`config.mk`:
```
export PLATFORM = sky130hd
export DESIGN_NAME = timer2_capture_reload_baud
export DESIGN_NICKNAME = d
export VERILOG_FILES = /design/src/rtl/timer2_pkg.sv /design/src/rtl/pin_sync_if.sv /design/src/rtl/pin_sync.sv /design/src/rtl/timer2_capture_reload_baud.sv
export SDC_FILE = /design/constraint.sdc
export NUM_CORES = 1
export LEC_CHECK = 0
export BUFFER_PORTS_ARGS = -buffer_cell sky130_fd_sc_hd__clkbuf_2
export CORE_MARGIN = 2
export CORE_UTILIZATION = 25
export DETAILED_ROUTE_END_ITERATION = 7
export GPL_ROUTABILITY_DRIVEN = 0
export GPL_TIMING_DRIVEN = 0
export MAX_ROUTING_LAYER = met4
export PLACE_DENSITY = 0.48
export SLEW_MARGIN = 0
export SYNTH_ARGS = -nofsm -noshare
export SYNTH_HDL_FRONTEND = slang
export SYNTH_SLANG_ARGS = --single-unit
```
`constraint.sdc`:
```
create_clock -name clk -period 5.43 [get_ports clk]
set_clock_uncertainty 0.1 [all_clocks]
set_input_delay 1.086 -clock clk [delete_from_list [all_inputs] [get_ports clk]]
set_output_delay 1.086 -clock clk [all_outputs]
set_load 0.01 [all_outputs]
```
`src/rtl/timer2_pkg.sv`:
```
// Purpose: shared constants for the capture/reload/baud timer
// Assumes: 32-bit AXI4-Lite register words, byte offsets below
// Notes:   bit positions index the 8-bit control words
package timer2_pkg;
   // register byte offsets
   localparam logic [7:0] OFS_CTRL   = 8'h00;
   localparam logic [7:0] OFS_MODE   = 8'h04;
   localparam logic [7:0] OFS_EXTST  = 8'h08;
   localparam logic [7:0] OFS_COUNT  = 8'h0C;
   localparam logic [7:0] OFS_CAPT   = 8'h10;
   localparam logic [7:0] OFS_RELOAD = 8'h14;
   localparam logic [7:0] OFS_PORT   = 8'h18;
   // control word fields
   localparam int CTL_OVF    = 7;
   localparam int CTL_EXT    = 6;
   localparam int CTL_ARX    = 5;
   localparam int CTL_ATX    = 4;
   localparam int CTL_EXEN   = 3;
   localparam int CTL_RUN    = 2;
   localparam int CTL_CSEL   = 1;
   localparam int CTL_CAPSEL = 0;
   // mode word fields
   localparam int MOD_BRX  = 5;
   localparam int MOD_BTX  = 4;
   localparam int MOD_CKOE = 1;
   localparam int MOD_DOWN_COUNT_ENABLE = 0;
   // toggle enable of timer n sits at bit 2*n; port drive at 4+n
   localparam int TOG_STEP  = 2;
   localparam int PORT_DRV  = 4;
   // writable masks
   localparam logic [7:0] MODE_MASK  = 8'h33;
   localparam logic [7:0] EXTST_MASK = 8'h05;
   localparam logic [7:0] PORT_MASK  = 8'h33;
   // reset values and count constants
   localparam logic [7:0]  RST_BYTE  = 8'h00;
   localparam logic [15:0] RST_WORD  = 16'h0000;
   localparam logic [31:0] RST_RDATA = 32'h0000_0000;
   localparam logic [15:0] COUNT_TOP = 16'hFFFF;
   localparam logic [15:0] COUNT_ONE = 16'h0001;
   // bus responses
   localparam logic [1:0] RESP_OKAY   = 2'h0;
   localparam logic [1:0] RESP_SLVERR = 2'h2;

   typedef enum logic [1:0] {
      MODE_CAPTURE,
      MODE_RELOAD_UP,
      MODE_UPDOWN,
      MODE_BAUD
   } mode_type;
endpackage

```
`src/rtl/pin_sync_if.sv`:
```
// Purpose: carries synchronised pin levels and falling edges
// Assumes: one producer, one consumer on the same clock
// Notes:   fall is a one-cycle pulse
interface pin_sync_if #(parameter int WIDTH = 2);
   logic [WIDTH-1:0] level;
   logic [WIDTH-1:0] fall;
   modport producer (output level, output fall);
   modport consumer (input level, input fall);
endinterface

```
`src/rtl/pin_sync.sv`:
```
// Purpose: three-flop pin synchroniser with falling-edge detect
// Assumes: pins idle high
// Notes:   a change counts once stages two and three agree
module pin_sync
#(
   parameter int WIDTH = 2
)
(
   // clock and reset
   input wire logic             clk,
   input wire logic             rst_n,
   // raw pins
   input wire logic [WIDTH-1:0] pinIn,
   // synchronised view
   pin_sync_if.producer         sync
);
   logic [WIDTH-1:0] stage1_q;
   logic [WIDTH-1:0] stage2_q;
   logic [WIDTH-1:0] stage3_q;
   logic [WIDTH-1:0] level_q;
   logic [WIDTH-1:0] level_d;
   logic [WIDTH-1:0] fall_q;

   always_ff @(posedge clk) begin
      if (!rst_n) begin
         stage1_q <= '1;
         stage2_q <= '1;
         stage3_q <= '1;
      end else begin
         stage1_q <= pinIn;
         stage2_q <= stage1_q;
         stage3_q <= stage2_q;
      end
   end

   // accept a level only when stages agree
   assign level_d = (stage2_q & stage3_q) | (level_q & (stage2_q | stage3_q));

   always_ff @(posedge clk) begin
      if (!rst_n) begin
         level_q <= '1;
         fall_q  <= '0;
      end else begin
         level_q <= level_d;
         fall_q  <= level_q & ~level_d;
      end
   end

   assign sync.level = level_q;
   assign sync.fall  = fall_q;
endmodule

```
`src/rtl/timer2_capture_reload_baud.sv`:
```
// Purpose: 16-bit timer with capture, auto-reload and baud modes
// Assumes: prescaledTick and otherOverflow are pulses on clk
// Notes:   registers reached over AXI4-Lite, one word each
// Operation
// - 16-bit counter counts timer ticks or external events by select bit
// - overflow or underflow sets the overflow flag unless baud or clock-out selects are set
// - capture mode without trigger enable is a plain counter
// - trigger falling edge with enable copies count into capture register
// - qualifying trigger falling edge in capture mode sets external flag
// - external flag requests timer interrupt like overflow flag
// - capture select plus trigger enable captures on trigger falls
// - any baud select forces reload on overflow, ignoring capture select
// - auto-reload loads the reload register on overflow
// - auto-reload trigger fall with enable reloads and sets external flag
// - up-only counts to FFFF, flags overflow; either flag may interrupt
// - up/down mode counts up while trigger high, down while low
// - counting up overflows at FFFF, flags, reloads
// - counting down loads FFFF and flags when count equals reload
// - up/down mode toggles external flag on overflow and underflow
// - up/down mode external flag raises no interrupt
// - baud mode counts the prescaled timer clock
// - per-UART clock selects pick counter overflow as baud source
// - transmit and receive baud sources chosen independently
// - other timers get toggle outputs on their count pins
// - toggle enable picks port data or overflow toggle for the pin
// - overflow flag not set while baud or clock-out selects are set
module timer2_capture_reload_baud
   import timer2_pkg::*;
#(
   parameter int ADDR_W = 8
)
(
   // clock and reset
   input  wire logic              clk,
   input  wire logic              rst_n,
   // axi4-lite write address
   input  wire logic [ADDR_W-1:0] s_axi_awaddr,
   input  wire logic              s_axi_awvalid,
   output logic                   s_axi_awready,
   // axi4-lite write data
   input  wire logic [31:0]       s_axi_wdata,
   input  wire logic [3:0]        s_axi_wstrb,
   input  wire logic              s_axi_wvalid,
   output logic                   s_axi_wready,
   // axi4-lite write response
   output logic [1:0]             s_axi_bresp,
   output logic                   s_axi_bvalid,
   input  wire logic              s_axi_bready,
   // axi4-lite read
   input  wire logic [ADDR_W-1:0] s_axi_araddr,
   input  wire logic              s_axi_arvalid,
   output logic                   s_axi_arready,
   output logic [31:0]            s_axi_rdata,
   output logic [1:0]             s_axi_rresp,
   output logic                   s_axi_rvalid,
   input  wire logic              s_axi_rready,
   // pins
   input  wire logic              triggerPin,
   input  wire logic              eventPin,
   output logic [1:0]             countPinOut,
   output logic [1:0]             countPinOe,
   // timer clock and other timers
   input  wire logic              prescaledTick,
   input  wire logic [1:0]        otherOverflow,
   // uart baud clocks
   output logic                   uartATxClk,
   output logic                   uartARxClk,
   output logic                   uartBTxClk,
   output logic                   uartBRxClk,
   // interrupt request
   output logic                   timerEventReq
);
   pin_sync_if #(.WIDTH(2)) pinBus ();

   logic              trigLevel;
   logic              trigFall;
   logic              eventFall;

   logic [7:0]        ctrl_q;
   logic [7:0]        mode_q;
   logic [7:0]        extSt_q;
   logic [7:0]        port_q;
   logic [15:0]       count_q;
   logic [15:0]       count_d;
   logic [15:0]       capt_q;
   logic [15:0]       reload_q;

   logic              awHeld_q;
   logic [ADDR_W-1:0] awAddr_q;
   logic              wHeld_q;
   logic [31:0]       wData_q;
   logic [3:0]        wStrb_q;
   logic              bvalid_q;
   logic [1:0]        bresp_q;
   logic              rvalid_q;
   logic [31:0]       rdata_q;
   logic [1:0]        rresp_q;
   logic              doWrite;
   logic [31:0]       readWord;

   mode_type          mode;
   logic              baudSel;
   logic              tick;
   logic              hwOvf;
   logic              extEvt;
   logic              extTgl;
   logic              capNow;
   logic              ovfSet;

   logic [1:0]        toggle_q;
   logic [1:0]        pinOut_q;
   logic [1:0]        pinOe_q;
   logic              aTx_q;
   logic              aRx_q;
   logic              bTx_q;
   logic              bRx_q;
   logic              req_q;

   // pin synchroniser
   pin_sync #(.WIDTH(2)) uSync (
      .clk   (clk),
      .rst_n (rst_n),
      .pinIn ({eventPin, triggerPin}),
      .sync  (pinBus.producer)
   );

   assign trigLevel = pinBus.level[0];
   assign trigFall  = pinBus.fall[0];
   assign eventFall = pinBus.fall[1];

   function automatic logic isMapped(input logic [ADDR_W-1:0] a);
      isMapped = (a == ADDR_W'(OFS_CTRL))  || (a == ADDR_W'(OFS_MODE))
              || (a == ADDR_W'(OFS_EXTST)) || (a == ADDR_W'(OFS_COUNT))
              || (a == ADDR_W'(OFS_CAPT))  || (a == ADDR_W'(OFS_RELOAD))
              || (a == ADDR_W'(OFS_PORT));
   endfunction

   // write channels
   assign s_axi_awready = !awHeld_q && !bvalid_q;
   assign s_axi_wready  = !wHeld_q && !bvalid_q;
   assign doWrite       = awHeld_q && wHeld_q;
   assign s_axi_bvalid  = bvalid_q;
   assign s_axi_bresp   = bresp_q;

   always_ff @(posedge clk) begin
      if (!rst_n) begin
         awHeld_q <= 1'b0;
         awAddr_q <= '0;
         wHeld_q  <= 1'b0;
         wData_q  <= RST_RDATA;
         wStrb_q  <= 4'h0;
         bvalid_q <= 1'b0;
         bresp_q  <= RESP_OKAY;
      end else begin
         if (s_axi_awvalid && s_axi_awready) begin
            awHeld_q <= 1'b1;
            awAddr_q <= s_axi_awaddr;
         end
         if (s_axi_wvalid && s_axi_wready) begin
            wHeld_q <= 1'b1;
            wData_q <= s_axi_wdata;
            wStrb_q <= s_axi_wstrb;
         end
         if (doWrite) begin
            awHeld_q <= 1'b0;
            wHeld_q  <= 1'b0;
            bvalid_q <= 1'b1;
            bresp_q  <= isMapped(awAddr_q) ? RESP_OKAY : RESP_SLVERR;
         end else if (bvalid_q && s_axi_bready) begin
            bvalid_q <= 1'b0;
         end
      end
   end

   // read channel
   assign s_axi_arready = !rvalid_q;
   assign s_axi_rvalid  = rvalid_q;
   assign s_axi_rdata   = rdata_q;
   assign s_axi_rresp   = rresp_q;

   always_comb begin
      readWord = RST_RDATA;
      if (s_axi_araddr == ADDR_W'(OFS_CTRL)) begin
         readWord[7:0] = ctrl_q;
      end else if (s_axi_araddr == ADDR_W'(OFS_MODE)) begin
         readWord[7:0] = mode_q;
      end else if (s_axi_araddr == ADDR_W'(OFS_EXTST)) begin
         readWord[7:0] = extSt_q;
      end else if (s_axi_araddr == ADDR_W'(OFS_COUNT)) begin
         readWord[15:0] = count_q;
      end else if (s_axi_araddr == ADDR_W'(OFS_CAPT)) begin
         readWord[15:0] = capt_q;
      end else if (s_axi_araddr == ADDR_W'(OFS_RELOAD)) begin
         readWord[15:0] = reload_q;
      end else if (s_axi_araddr == ADDR_W'(OFS_PORT)) begin
         readWord[7:0] = port_q;
      end
   end

   always_ff @(posedge clk) begin
      if (!rst_n) begin
         rvalid_q <= 1'b0;
         rdata_q  <= RST_RDATA;
         rresp_q  <= RESP_OKAY;
      end else if (s_axi_arvalid && s_axi_arready) begin
         rvalid_q <= 1'b1;
         rdata_q  <= readWord;
         rresp_q  <= isMapped(s_axi_araddr) ? RESP_OKAY : RESP_SLVERR;
      end else if (rvalid_q && s_axi_rready) begin
         rvalid_q <= 1'b0;
      end
   end

   // mode decode
   assign baudSel = ctrl_q[CTL_ARX] | ctrl_q[CTL_ATX]
                  | mode_q[MOD_BRX] | mode_q[MOD_BTX];

   always_comb begin
      if (baudSel) begin
         mode = MODE_BAUD;
      end else if (ctrl_q[CTL_CAPSEL]) begin
         mode = MODE_CAPTURE;
      end else if (mode_q[MOD_DOWN_COUNT_ENABLE]) begin
         mode = MODE_UPDOWN;
      end else begin
         mode = MODE_RELOAD_UP;
      end
   end

   // count source and run gate
   assign tick = ctrl_q[CTL_RUN]
      && ((baudSel || !ctrl_q[CTL_CSEL]) ? prescaledTick
                                         : eventFall);

   // counter next state
   always_comb begin
      count_d = count_q;
      hwOvf   = 1'b0;
      extEvt  = 1'b0;
      extTgl  = 1'b0;
      capNow  = 1'b0;
      unique case (mode)
         MODE_CAPTURE: begin
            if (tick) begin
               count_d = count_q + COUNT_ONE;
               hwOvf   = (count_q == COUNT_TOP);
            end
            if (ctrl_q[CTL_EXEN] && trigFall) begin
               capNow = 1'b1;
               extEvt = 1'b1;
            end
         end
         MODE_RELOAD_UP, MODE_BAUD: begin
            if (tick) begin
               if (count_q == COUNT_TOP) begin
                  count_d = reload_q;
                  hwOvf   = 1'b1;
               end else begin
                  count_d = count_q + COUNT_ONE;
               end
            end
            if (ctrl_q[CTL_EXEN] && trigFall) begin
               extEvt = 1'b1;
               if (mode == MODE_RELOAD_UP) begin
                  count_d = reload_q;
               end
            end
         end
         MODE_UPDOWN: begin
            if (tick) begin
               if (trigLevel) begin
                  if (count_q == COUNT_TOP) begin
                     count_d = reload_q;
                     hwOvf   = 1'b1;
                     extTgl  = 1'b1;
                  end else begin
                     count_d = count_q + COUNT_ONE;
                  end
               end else if (count_q == reload_q) begin
                  count_d = COUNT_TOP;
                  hwOvf   = 1'b1;
                  extTgl  = 1'b1;
               end else begin
                  count_d = count_q - COUNT_ONE;
               end
            end
         end
      endcase
   end

   assign ovfSet = hwOvf && !(baudSel || mode_q[MOD_CKOE]);

   // control word, hardware set wins over software clear
   always_ff @(posedge clk) begin
      if (!rst_n) begin
         ctrl_q <= RST_BYTE;
      end else begin
         if (doWrite && awAddr_q == ADDR_W'(OFS_CTRL) && wStrb_q[0]) begin
            ctrl_q <= wData_q[7:0];
         end
         if (ovfSet) begin
            ctrl_q[CTL_OVF] <= 1'b1;
         end
         if (extEvt) begin
            ctrl_q[CTL_EXT] <= 1'b1;
         end else if (extTgl) begin
            ctrl_q[CTL_EXT] <= ~ctrl_q[CTL_EXT];
         end
      end
   end

   // configuration words
   always_ff @(posedge clk) begin
      if (!rst_n) begin
         mode_q   <= RST_BYTE;
         extSt_q  <= RST_BYTE;
         port_q   <= RST_BYTE;
         reload_q <= RST_WORD;
      end else if (doWrite) begin
         if (awAddr_q == ADDR_W'(OFS_MODE) && wStrb_q[0]) begin
            mode_q <= wData_q[7:0] & MODE_MASK;
         end
         if (awAddr_q == ADDR_W'(OFS_EXTST) && wStrb_q[0]) begin
            extSt_q <= wData_q[7:0] & EXTST_MASK;
         end
         if (awAddr_q == ADDR_W'(OFS_PORT) && wStrb_q[0]) begin
            port_q <= wData_q[7:0] & PORT_MASK;
         end
         if (awAddr_q == ADDR_W'(OFS_RELOAD)) begin
            if (wStrb_q[0]) begin
               reload_q[7:0] <= wData_q[7:0];
            end
            if (wStrb_q[1]) begin
               reload_q[15:8] <= wData_q[15:8];
            end
         end
      end
   end

   // counter, software write wins
   always_ff @(posedge clk) begin
      if (!rst_n) begin
         count_q <= RST_WORD;
      end else if (doWrite && awAddr_q == ADDR_W'(OFS_COUNT)) begin
         if (wStrb_q[0]) begin
            count_q[7:0] <= wData_q[7:0];
         end
         if (wStrb_q[1]) begin
            count_q[15:8] <= wData_q[15:8];
         end
      end else begin
         count_q <= count_d;
      end
   end

   // capture word, capture wins over software write
   always_ff @(posedge clk) begin
      if (!rst_n) begin
         capt_q <= RST_WORD;
      end else if (capNow) begin
         capt_q <= count_q;
      end else if (doWrite && awAddr_q == ADDR_W'(OFS_CAPT)) begin
         if (wStrb_q[0]) begin
            capt_q[7:0] <= wData_q[7:0];
         end
         if (wStrb_q[1]) begin
            capt_q[15:8] <= wData_q[15:8];
         end
      end
   end

   // baud clocks, each source picked on its own
   always_ff @(posedge clk) begin
      if (!rst_n) begin
         aTx_q <= 1'b0;
         aRx_q <= 1'b0;
         bTx_q <= 1'b0;
         bRx_q <= 1'b0;
      end else begin
         aTx_q <= ctrl_q[CTL_ATX] ? hwOvf : otherOverflow[1];
         aRx_q <= ctrl_q[CTL_ARX] ? hwOvf : otherOverflow[1];
         bTx_q <= mode_q[MOD_BTX] ? hwOvf : otherOverflow[1];
         bRx_q <= mode_q[MOD_BRX] ? hwOvf : otherOverflow[1];
      end
   end

   assign uartATxClk = aTx_q;
   assign uartARxClk = aRx_q;
   assign uartBTxClk = bTx_q;
   assign uartBRxClk = bRx_q;

   // interrupt request from flags
   always_ff @(posedge clk) begin
      if (!rst_n) begin
         req_q <= 1'b0;
      end else begin
         req_q <= ctrl_q[CTL_OVF]
            | (ctrl_q[CTL_EXT] & (mode != MODE_UPDOWN));
      end
   end

   assign timerEventReq = req_q;

   // overflow toggle outputs of the other timers
   for (genvar i = 0; i < 2; i++) begin : g_tog
      always_ff @(posedge clk) begin
         if (!rst_n) begin
            toggle_q[i] <= 1'b0;
            pinOut_q[i] <= 1'b0;
            pinOe_q[i]  <= 1'b0;
         end else begin
            toggle_q[i] <= toggle_q[i] ^ otherOverflow[i];
            pinOut_q[i] <= extSt_q[TOG_STEP*i] ? toggle_q[i]
                                               : port_q[i];
            pinOe_q[i]  <= extSt_q[TOG_STEP*i] | port_q[PORT_DRV+i];
         end
      end
   end

   assign countPinOut = pinOut_q;
   assign countPinOe  = pinOe_q;
endmodule

```
==> summary.md, run 1 <==
| Metric | Value |
|---|---|
| Outcome | `complete, no violations` |
| Global route overflow | `0` |
| Syn Area/Cell | `approximately 8 sq um` |
| Area grow syn2layout | `19.50%` |
| Seq/Total Area, Yosys | `a little over a third` |
| Initial Util | `25.40%` |
| Overall Global Routing Usage | `18.92%` |
| Commonest non-fill, non-tap cell in the layout | `nand2_1` |
| Synth Register Bits | `135` |
| Number of diodes | `0` |
| Arr. time, crit path | `between 3 and 4 ns` |
| DP Worst Slack | `2.024 ns` |
| Crit-path max FO | `10` |
| Worst IR drop on VDD | `between 150 and 200 uV` |
| Pins Over Slew Limit | `0` |
| P_leak | `3.624 nW` |
| Post-CTS Setup Bufs | `0` |
| Share of cells above drive strength 1 | `around 14%` |
| Initial drt markers | `714` |
| DR WL/cell | `around 20 um` |
| WL final | `~30000 um` |
| Fin crit share | `between 60% and 70%` |
| Vias | `7879` |
| DP Wirelength | `around 23000 um` |
| Worst setup path end | `count_q[8]` |
| CP Class | `reg2reg` |
| Vias in the first global route | `approximately 7600` |
| Count of final setup violators | `0` |
| Port bufs | `75` |
| Final routed DRC violation total | `0` |
| DR vias/cell | `5.316` |
| Clock sink count | `135` |
| Fmax | `0.2908 GHz` |
| Actual slew at the worst max-slew pin | `approximately 1.3 ns` |
| CTS root buffer | `clkbuf_16` |
| Die area | `around 33000 sq um` |
| Syn. warnings | `0` |
| Skew-Pair Late Insertion Delay | `around 0.44 ns` |
| Clock transition at path regs | `~0.07 ns` |
| Async S/R FF share, synth | `0%` |
| Power per cell area | `~260 nW/um^2` |
| Core Footprint | `around 30000 sq um` |
| Setup TNS | `0 ns` |
| DIE HEIGHT | `180.3 um` |
| # IOs | `about 110` |
| Final setup margin | `between 1.5 and 2 ns` |
| CTS Buf Count | `17` |
| CTS Hold Bufs | `0` |
| Crit. End Element | `flip-flop` |
| FILL cells | `3340` |
| Die W | `approximately 180 um` |
| Ys flop type | `dfxtp_1` |
| Slack of the worst reg-to-reg path | `1.99 ns` |
| Post-synth EDFFs | `0` |
| CTS Buffer Depth | `2` |
| CTS tree | `done` |
| DR pass1 iterations | `6` |
| PnR Total Power | `between 2 and 2.5 mW` |
| Startpoint Class | `flip-flop` |
| Final ANT Viol Nets | `0` |
| WP data required | `about 5.7 ns` |
| Slew HR | `15.31%` |
| # rows | `64` |
| Largest net degree at the start of global routing | `17` |
| Global-route wire length before repair | `46110 um` |
| Post-CTS Resized | `0` |
| CTS H-Tree Depth | `4` |
| Cells after Synth | `~960` |
| R2r startpoint | `count_q[0]` |
| Mapped cell area | `slightly below 8000 sq um` |
| Final core utilization | `30.35%` |
| Min Tclk post-route | `approximately 3.4 ns` |
| NumNets Final | `~1100` |
| Final hold violations | `0` |
| Setup repair after global routing missed its margin | `false` |
| Hold Path Class | `reg2reg` |
| Antenna violations before repair | `0` |
| Reg2reg path depth | `9` |
| Max Cap Viol | `0` |
| CP Launch Point | `count_q[0]` |
| FF-to-FF End | `count_q[8]` |
| Yosys cell types | `68` |
| Most frequent cells in the layout | `nand2_1 (142), dfxtp_1 (135), clkbuf_2 (75)` |
## synthesized netlist by cell type, types with 3 or more instances
library cell	instances	area share, %
o221ai_1	6	0.68
a221oi_1	6	0.68
a211oi_1	10	0.97
o21ai_0	52	3.3
o211ai_1	23	2.2
clkbuf_1	62	3.0
nor3_2	4	0.52
and2_1	8	0.64
nand4_1	9	0.72
nor3b_1	3	0.29
nand3_1	17	1.1
mux2_2	4	0.58
a222oi_1	11	1.4
a221o_1	3	0.39
buf_2	9	0.58
buf_4	19	1.8
o211a_1	25	3.2
a21oi_1	39	2.5
or3_1	13	1.0
or4_1	8	0.77
o21a_1	4	0.39
inv_1	11	0.53
dfxtp_1	135	35
mux2i_1	45	5.8
nor3_1	15	0.97
buf_1	3	0.14
a21boi_0	35	3.4
xnor2_1	34	3.8
nor2b_1	34	2.7
o22ai_1	3	0.24
nor2_1	62	3.0
o31ai_1	6	0.58
o21ai_1	5	0.32
nand3b_1	4	0.39
nand2_1	142	6.9
o311ai_1	3	0.34
xor2_1	10	1.1
and3_1	5	0.40
nor4_1	11	0.89
nand2b_1	11	0.89
a31oi_1	14	1.1
a22oi_1	4	0.39
a22o_1	4	0.45
## critical path, stage by stage, from the launching register on
cell and delay [ns]:
dfxtp_1 0.33, clkbuf_1 0.48, xnor2_1 0.19, nand4_1 0.15, nor4_2 0.95, nor2_1 0.12
clkbuf_1 0.35, a221oi_1 0.36, a211oi_1 0.09, o211ai_1 0.22
## sequential cells by signal, summed over array words and instances, names as in the netlist, 4 cells and up
register / flops
capt_q: 16
count_q: 16
reload_q: 16
s_axi_rdata: 16
wData_q: 16
awAddr_q: 8
ctrl_q: 8
mode_q: 4
port_q: 4
## where the power goes
group / switching, mW / internal (mW) / total (mW) / leakage [nW]
Sequential: 0.0329 / 1.02 / 1.05 / 1.10
Combinational: 0.111 / 0.0730 / 0.184 / 2.25
Clock: 0.525 / 0.618 / 1.14 / 0.277
## stage by stage
step                std cells  area [sq um]  hold WS, ns
global placement         1450          8705       0.2977
global route             1482          9285       0.3439
detailed placement       1450          8705       0.3015
finish                   1482          9285       0.3108
floorplan                 979          7834       0.2863
CTS                      1482          9279       0.3183
## cell families after synthesis
logic type | after synthesis | share of synthesized area (%)
buffers and inverters | 104 | 6.087
other | 1 | 0.04826
DFF | 135 | 34.78
adders and majority gates | 2 | 0.3220
xor gates and xnor gates | 44 | 4.960
AOI/OAI and AO/OA | 270 | 24.67
muxes | 49 | 6.377
and+or+nand+nor | 357 | 22.75
## area by class of cell
| cell class | instances | area, sq um | area share (%) |
|---|---|---|---|
| buffer | 93 | 431.7 | 4.649 |
| timing repair buffer | 75 | 375.4 | 4.043 |
| clock buffer | 18 | 439.2 | 4.730 |
| multi-input combinational | 740 | 4664 | 50.24 |
| sequential | 135 | 2703 | 29.11 |
| tap | 396 | 495.5 | 5.336 |
| inverter | 11 | 41.29 | 0.4447 |
| clock inverter | 14 | 135.1 | 1.455 |
## worst min-delay path by stage
stage | start | end | slack, ns | cells past startpoint
after global routing | uSync.stage1_q[1] | uSync.stage2_q[1] | 0.34 | 1
after CTS | uSync.stage1_q[1] | uSync.stage2_q[1] | 0.32 | 1
after floorplan | uSync.stage1_q[0] | uSync.stage2_q[0] | 0.29 | 1
after global placement | uSync.stage1_q[0] | uSync.stage2_q[0] | 0.30 | 1
final | uSync.stage1_q[1] | uSync.stage2_q[1] | 0.31 | 1
after detailed placement | uSync.stage1_q[1] | uSync.stage2_q[1] | 0.30 | 1
## metal layers
layer / GRT usage, % / vias up / part of all wire, %
met2: 28.31 / 374 / 44
met1: 25.27 / 3754 / 46
met3: 3.739 / 75 / 7.8
li1: - / 3676 / -
met5: - / - / 0
met4: 6.806 / 0 / 3.1
No activity file was read; power rests on OpenSTA's default activity.
==> run 2, diff against run 1 <==
clock period = 3.6 ns   (was 5.43 ns; I/O delays follow)
==> run 2 against run 1 <==
Compared with the run above: worst setup slack got worse by 1.8 ns; critical path depth did not move; sequential power rose by 51%; largest power group unchanged.
==> summary.md, run 2 (synthesized netlist as in run 1, its figures left out) <==
| Metric | Value |
|---|---|
| Fmax | `0.2916 GHz (+0.30%)` |
| Seq pwr share | `44.2% (about the same)` |
| Dpl cell area | `8705 sq um (unchanged)` |
| Cell Int Power | `2.581 mW (+51%)` |
| Antenna violations before repair | `0 (unchanged)` |
| Initial Util | `25.40% (unchanged)` |
| DR WL/cell | `20.35 um (+0.13%)` |
| WP data required | `3.85 ns (-1.83 ns)` |
| Share of cells above drive strength 1 | `14.18% (unchanged)` |
| # rows | `64 (unchanged)` |
| Post-CTS Resized | `0 (unchanged)` |
| Worst setup path end | `count_q[8]` |
| Clock share of power | `48.1% (about the same)` |
| Hold Path Class | `reg2reg` |
| Die area | `32510 sq um (unchanged)` |
| # IOs | `114 (unchanged)` |
| Combinational Power Share | `7.7% (about the same)` |
| Area grow syn2layout | `19.58% (about the same)` |
| CP top delay family | `simple AND/OR/NAND/NOR gates` |
| Final routed DRC violation total | `0 (unchanged)` |
| Crit. End Element | `flip-flop` |
| Commonest non-fill, non-tap cell in the layout | `nand2_1` |
| FILL cells | `3339 (-0.030%)` |
| Slew HR | `13.78% (-1.5 points)` |
| P_sw | `1.012 mW (+51%)` |
| Vias in the first global route | `7611 (unchanged)` |
| Worst IR drop on VDD | `296.7 uV (+51%)` |
| Global-route wire length before repair | `46110 um (unchanged)` |
| Core Footprint | `30590 sq um (unchanged)` |
| Skew-Pair Late Insertion Delay | `0.44 ns (about the same)` |
| DP Wirelength | `22620 um (unchanged)` |
| DR vias/cell | `5.331 (+0.28%)` |
| CP Class | `reg2reg` |
| Clock transition at path regs | `0.07 ns (about the same)` |
| P_leak | `3.640 nW (+0.46%)` |
| Final Cell Area | `9291 sq um (about the same)` |
| Overall Global Routing Usage | `18.92% (unchanged)` |
| Slowest-stage cell, CP | `nor4_2` |
| Arr. time, crit path | `3.67 ns (about the same)` |
| CTS root buffer | `clkbuf_16` |
| Largest net degree at the start of global routing | `17 (unchanged)` |
| CP most frequent cell | `clkbuf_1` |
| CTS tree | `done` |
| Most frequent cells in the layout | `nand2_1 (142), dfxtp_1 (135), clkbuf_2 (75)` |
| Slack of the worst reg-to-reg path | `0.17 ns (-1.82 ns)` |
| CTS Hold Bufs | `0 (unchanged)` |
| CTS H-Tree Depth | `4 (unchanged)` |
| WP buf/inv | `2 (unchanged)` |
| R2r startpoint | `count_q[0]` |
| Port bufs | `75 (unchanged)` |
| Actual slew at the worst max-slew pin | `1.282 ns (+0.02278 ns)` |
| Die W | `180.3 um (unchanged)` |
| Slowest Stage Delay on Critical Path | `0.94 ns (about the same)` |
| Crit-path max FO | `10 (unchanged)` |
| CP Launch Point | `count_q[0]` |
| Final hold violations | `0 (unchanged)` |
| Setup TNS | `0 ns (unchanged)` |
| Min Tclk post-route | `3.429 ns (-0.01016 ns)` |
| Final ANT Viol Nets | `0 (unchanged)` |
| Critical path depth | `9 (unchanged)` |
| DIE HEIGHT | `180.3 um (unchanged)` |
| NumNets Final | `1139 (unchanged)` |
| Final setup margin | `0.1710 ns (-1.820 ns)` |
| DR pass1 iterations | `6 (unchanged)` |
| FF-to-FF End | `count_q[8]` |
| CTS Buf Count | `17 (unchanged)` |
| Fin crit share | `95.25% (+32 points)` |
| Global route overflow | `0 (unchanged)` |
| CTS Buffer Depth | `2 (unchanged)` |
| Count of final setup violators | `0 (unchanged)` |
| DP Worst Slack | `0.2753 ns (-1.749 ns)` |
| Power per cell area | `386.7 nW/um^2 (+51%)` |
| Vias | `7901 (+0.28%)` |
| Switching share of power | `28.16% (+0.039 points)` |
| Pins Over Slew Limit | `0 (unchanged)` |
| WL final | `30150 um (+0.13%)` |
| Setup repair after global routing missed its margin | `false` |
| Startpoint Class | `flip-flop` |
| Max Cap Viol | `0 (unchanged)` |
| Reg2reg path depth | `9 (unchanged)` |
| Post-CTS Setup Bufs | `0 (unchanged)` |
| Number of diodes | `0 (unchanged)` |
| Initial drt markers | `715 (+0.14%)` |
| Clock sink count | `135 (unchanged)` |
| Outcome | `complete, no violations` |
| CP cell instances | `clkbuf_1 -> xnor2_1 -> nand4_1 -> nor4_2 -> nor2_1 -> clkbuf_1 -> a221oi_1 -> a211oi_1 -> o211ai_1` |
-- run 2: layer usage --
metal	vias to the layer above	GRT usage, %	part of all wire [%]
met5	-	-	0
met4	0	6.806	3.0
met3	66	3.739	7.7
met2	396	28.31	44
met1	3762	25.27	46
li1	3677	-	-
-- run 2: worst reg2reg max path, stage by stage, from the launching register on --
cell and delay [ns]:
dfxtp_1 0.33, clkbuf_1 0.48, xnor2_1 0.20, nand4_1 0.16
nor4_2 0.94, nor2_1 0.12, clkbuf_1 0.34, a221oi_1 0.34
a211oi_1 0.09, o211ai_1 0.23
-- run 2: cell type report --
type | count | area [sq um] | share of cell area (%)
multi-input cells | 740 | 4671 | 50.27
flip-flops and latches | 135 | 2703 | 29.09
well taps | 396 | 495.5 | 5.333
clock buffers | 18 | 439.2 | 4.727
plain buffers | 93 | 431.7 | 4.646
repair buffers | 75 | 375.4 | 4.040
clock inverters | 14 | 135.1 | 1.454
inverters | 11 | 41.29 | 0.4444
-- run 2: how the worst min path moves through the flow --
stage                            from                 to  slack [ns]  cells after the start
global placement    uSync.stage1_q[0]  uSync.stage2_q[0]        0.30                      1
detailed placement  uSync.stage1_q[1]  uSync.stage2_q[1]        0.30                      1
floorplan           uSync.stage1_q[0]  uSync.stage2_q[0]        0.29                      1
global route        uSync.stage1_q[1]  uSync.stage2_q[1]        0.34                      1
CTS                 uSync.stage1_q[1]  uSync.stage2_q[1]        0.32                      1
finish              uSync.stage1_q[1]  uSync.stage2_q[1]        0.31                      1
-- run 2: power groups by stage --
| stage | logic [mW] | registers [mW] | clock network, mW |
|---|---|---|---|
| 6_report | 0.278 | 1.59 | 1.73 |
| 5_1_grt | 0.309 | 1.59 | 1.81 |
| 4_1_cts | 0.279 | 1.59 | 1.75 |
| 3_5_place_dp | 0.279 | 1.62 | 0 |
| 3_3_place_gp | 0.277 | 1.62 | 0 |
| 2_1_floorplan | 0.161 | 1.61 | 0 |
-- run 2: metrics by stage --
| step | hold WS, ns | std cells | util (%) | total power, mW |
|---|---|---|---|---|
| after floorplan | 0.2863 | 979 | - | 1.770 |
| after global placement | 0.2977 | 1450 | 28.46 | 1.899 |
| after detailed placement | 0.3015 | 1450 | 28.46 | 1.901 |
| after CTS | 0.3183 | 1482 | 30.33 | 3.616 |
| after global routing | 0.3439 | 1482 | 30.37 | 3.716 |
| final | 0.3108 | 1482 | 30.37 | 3.593 |
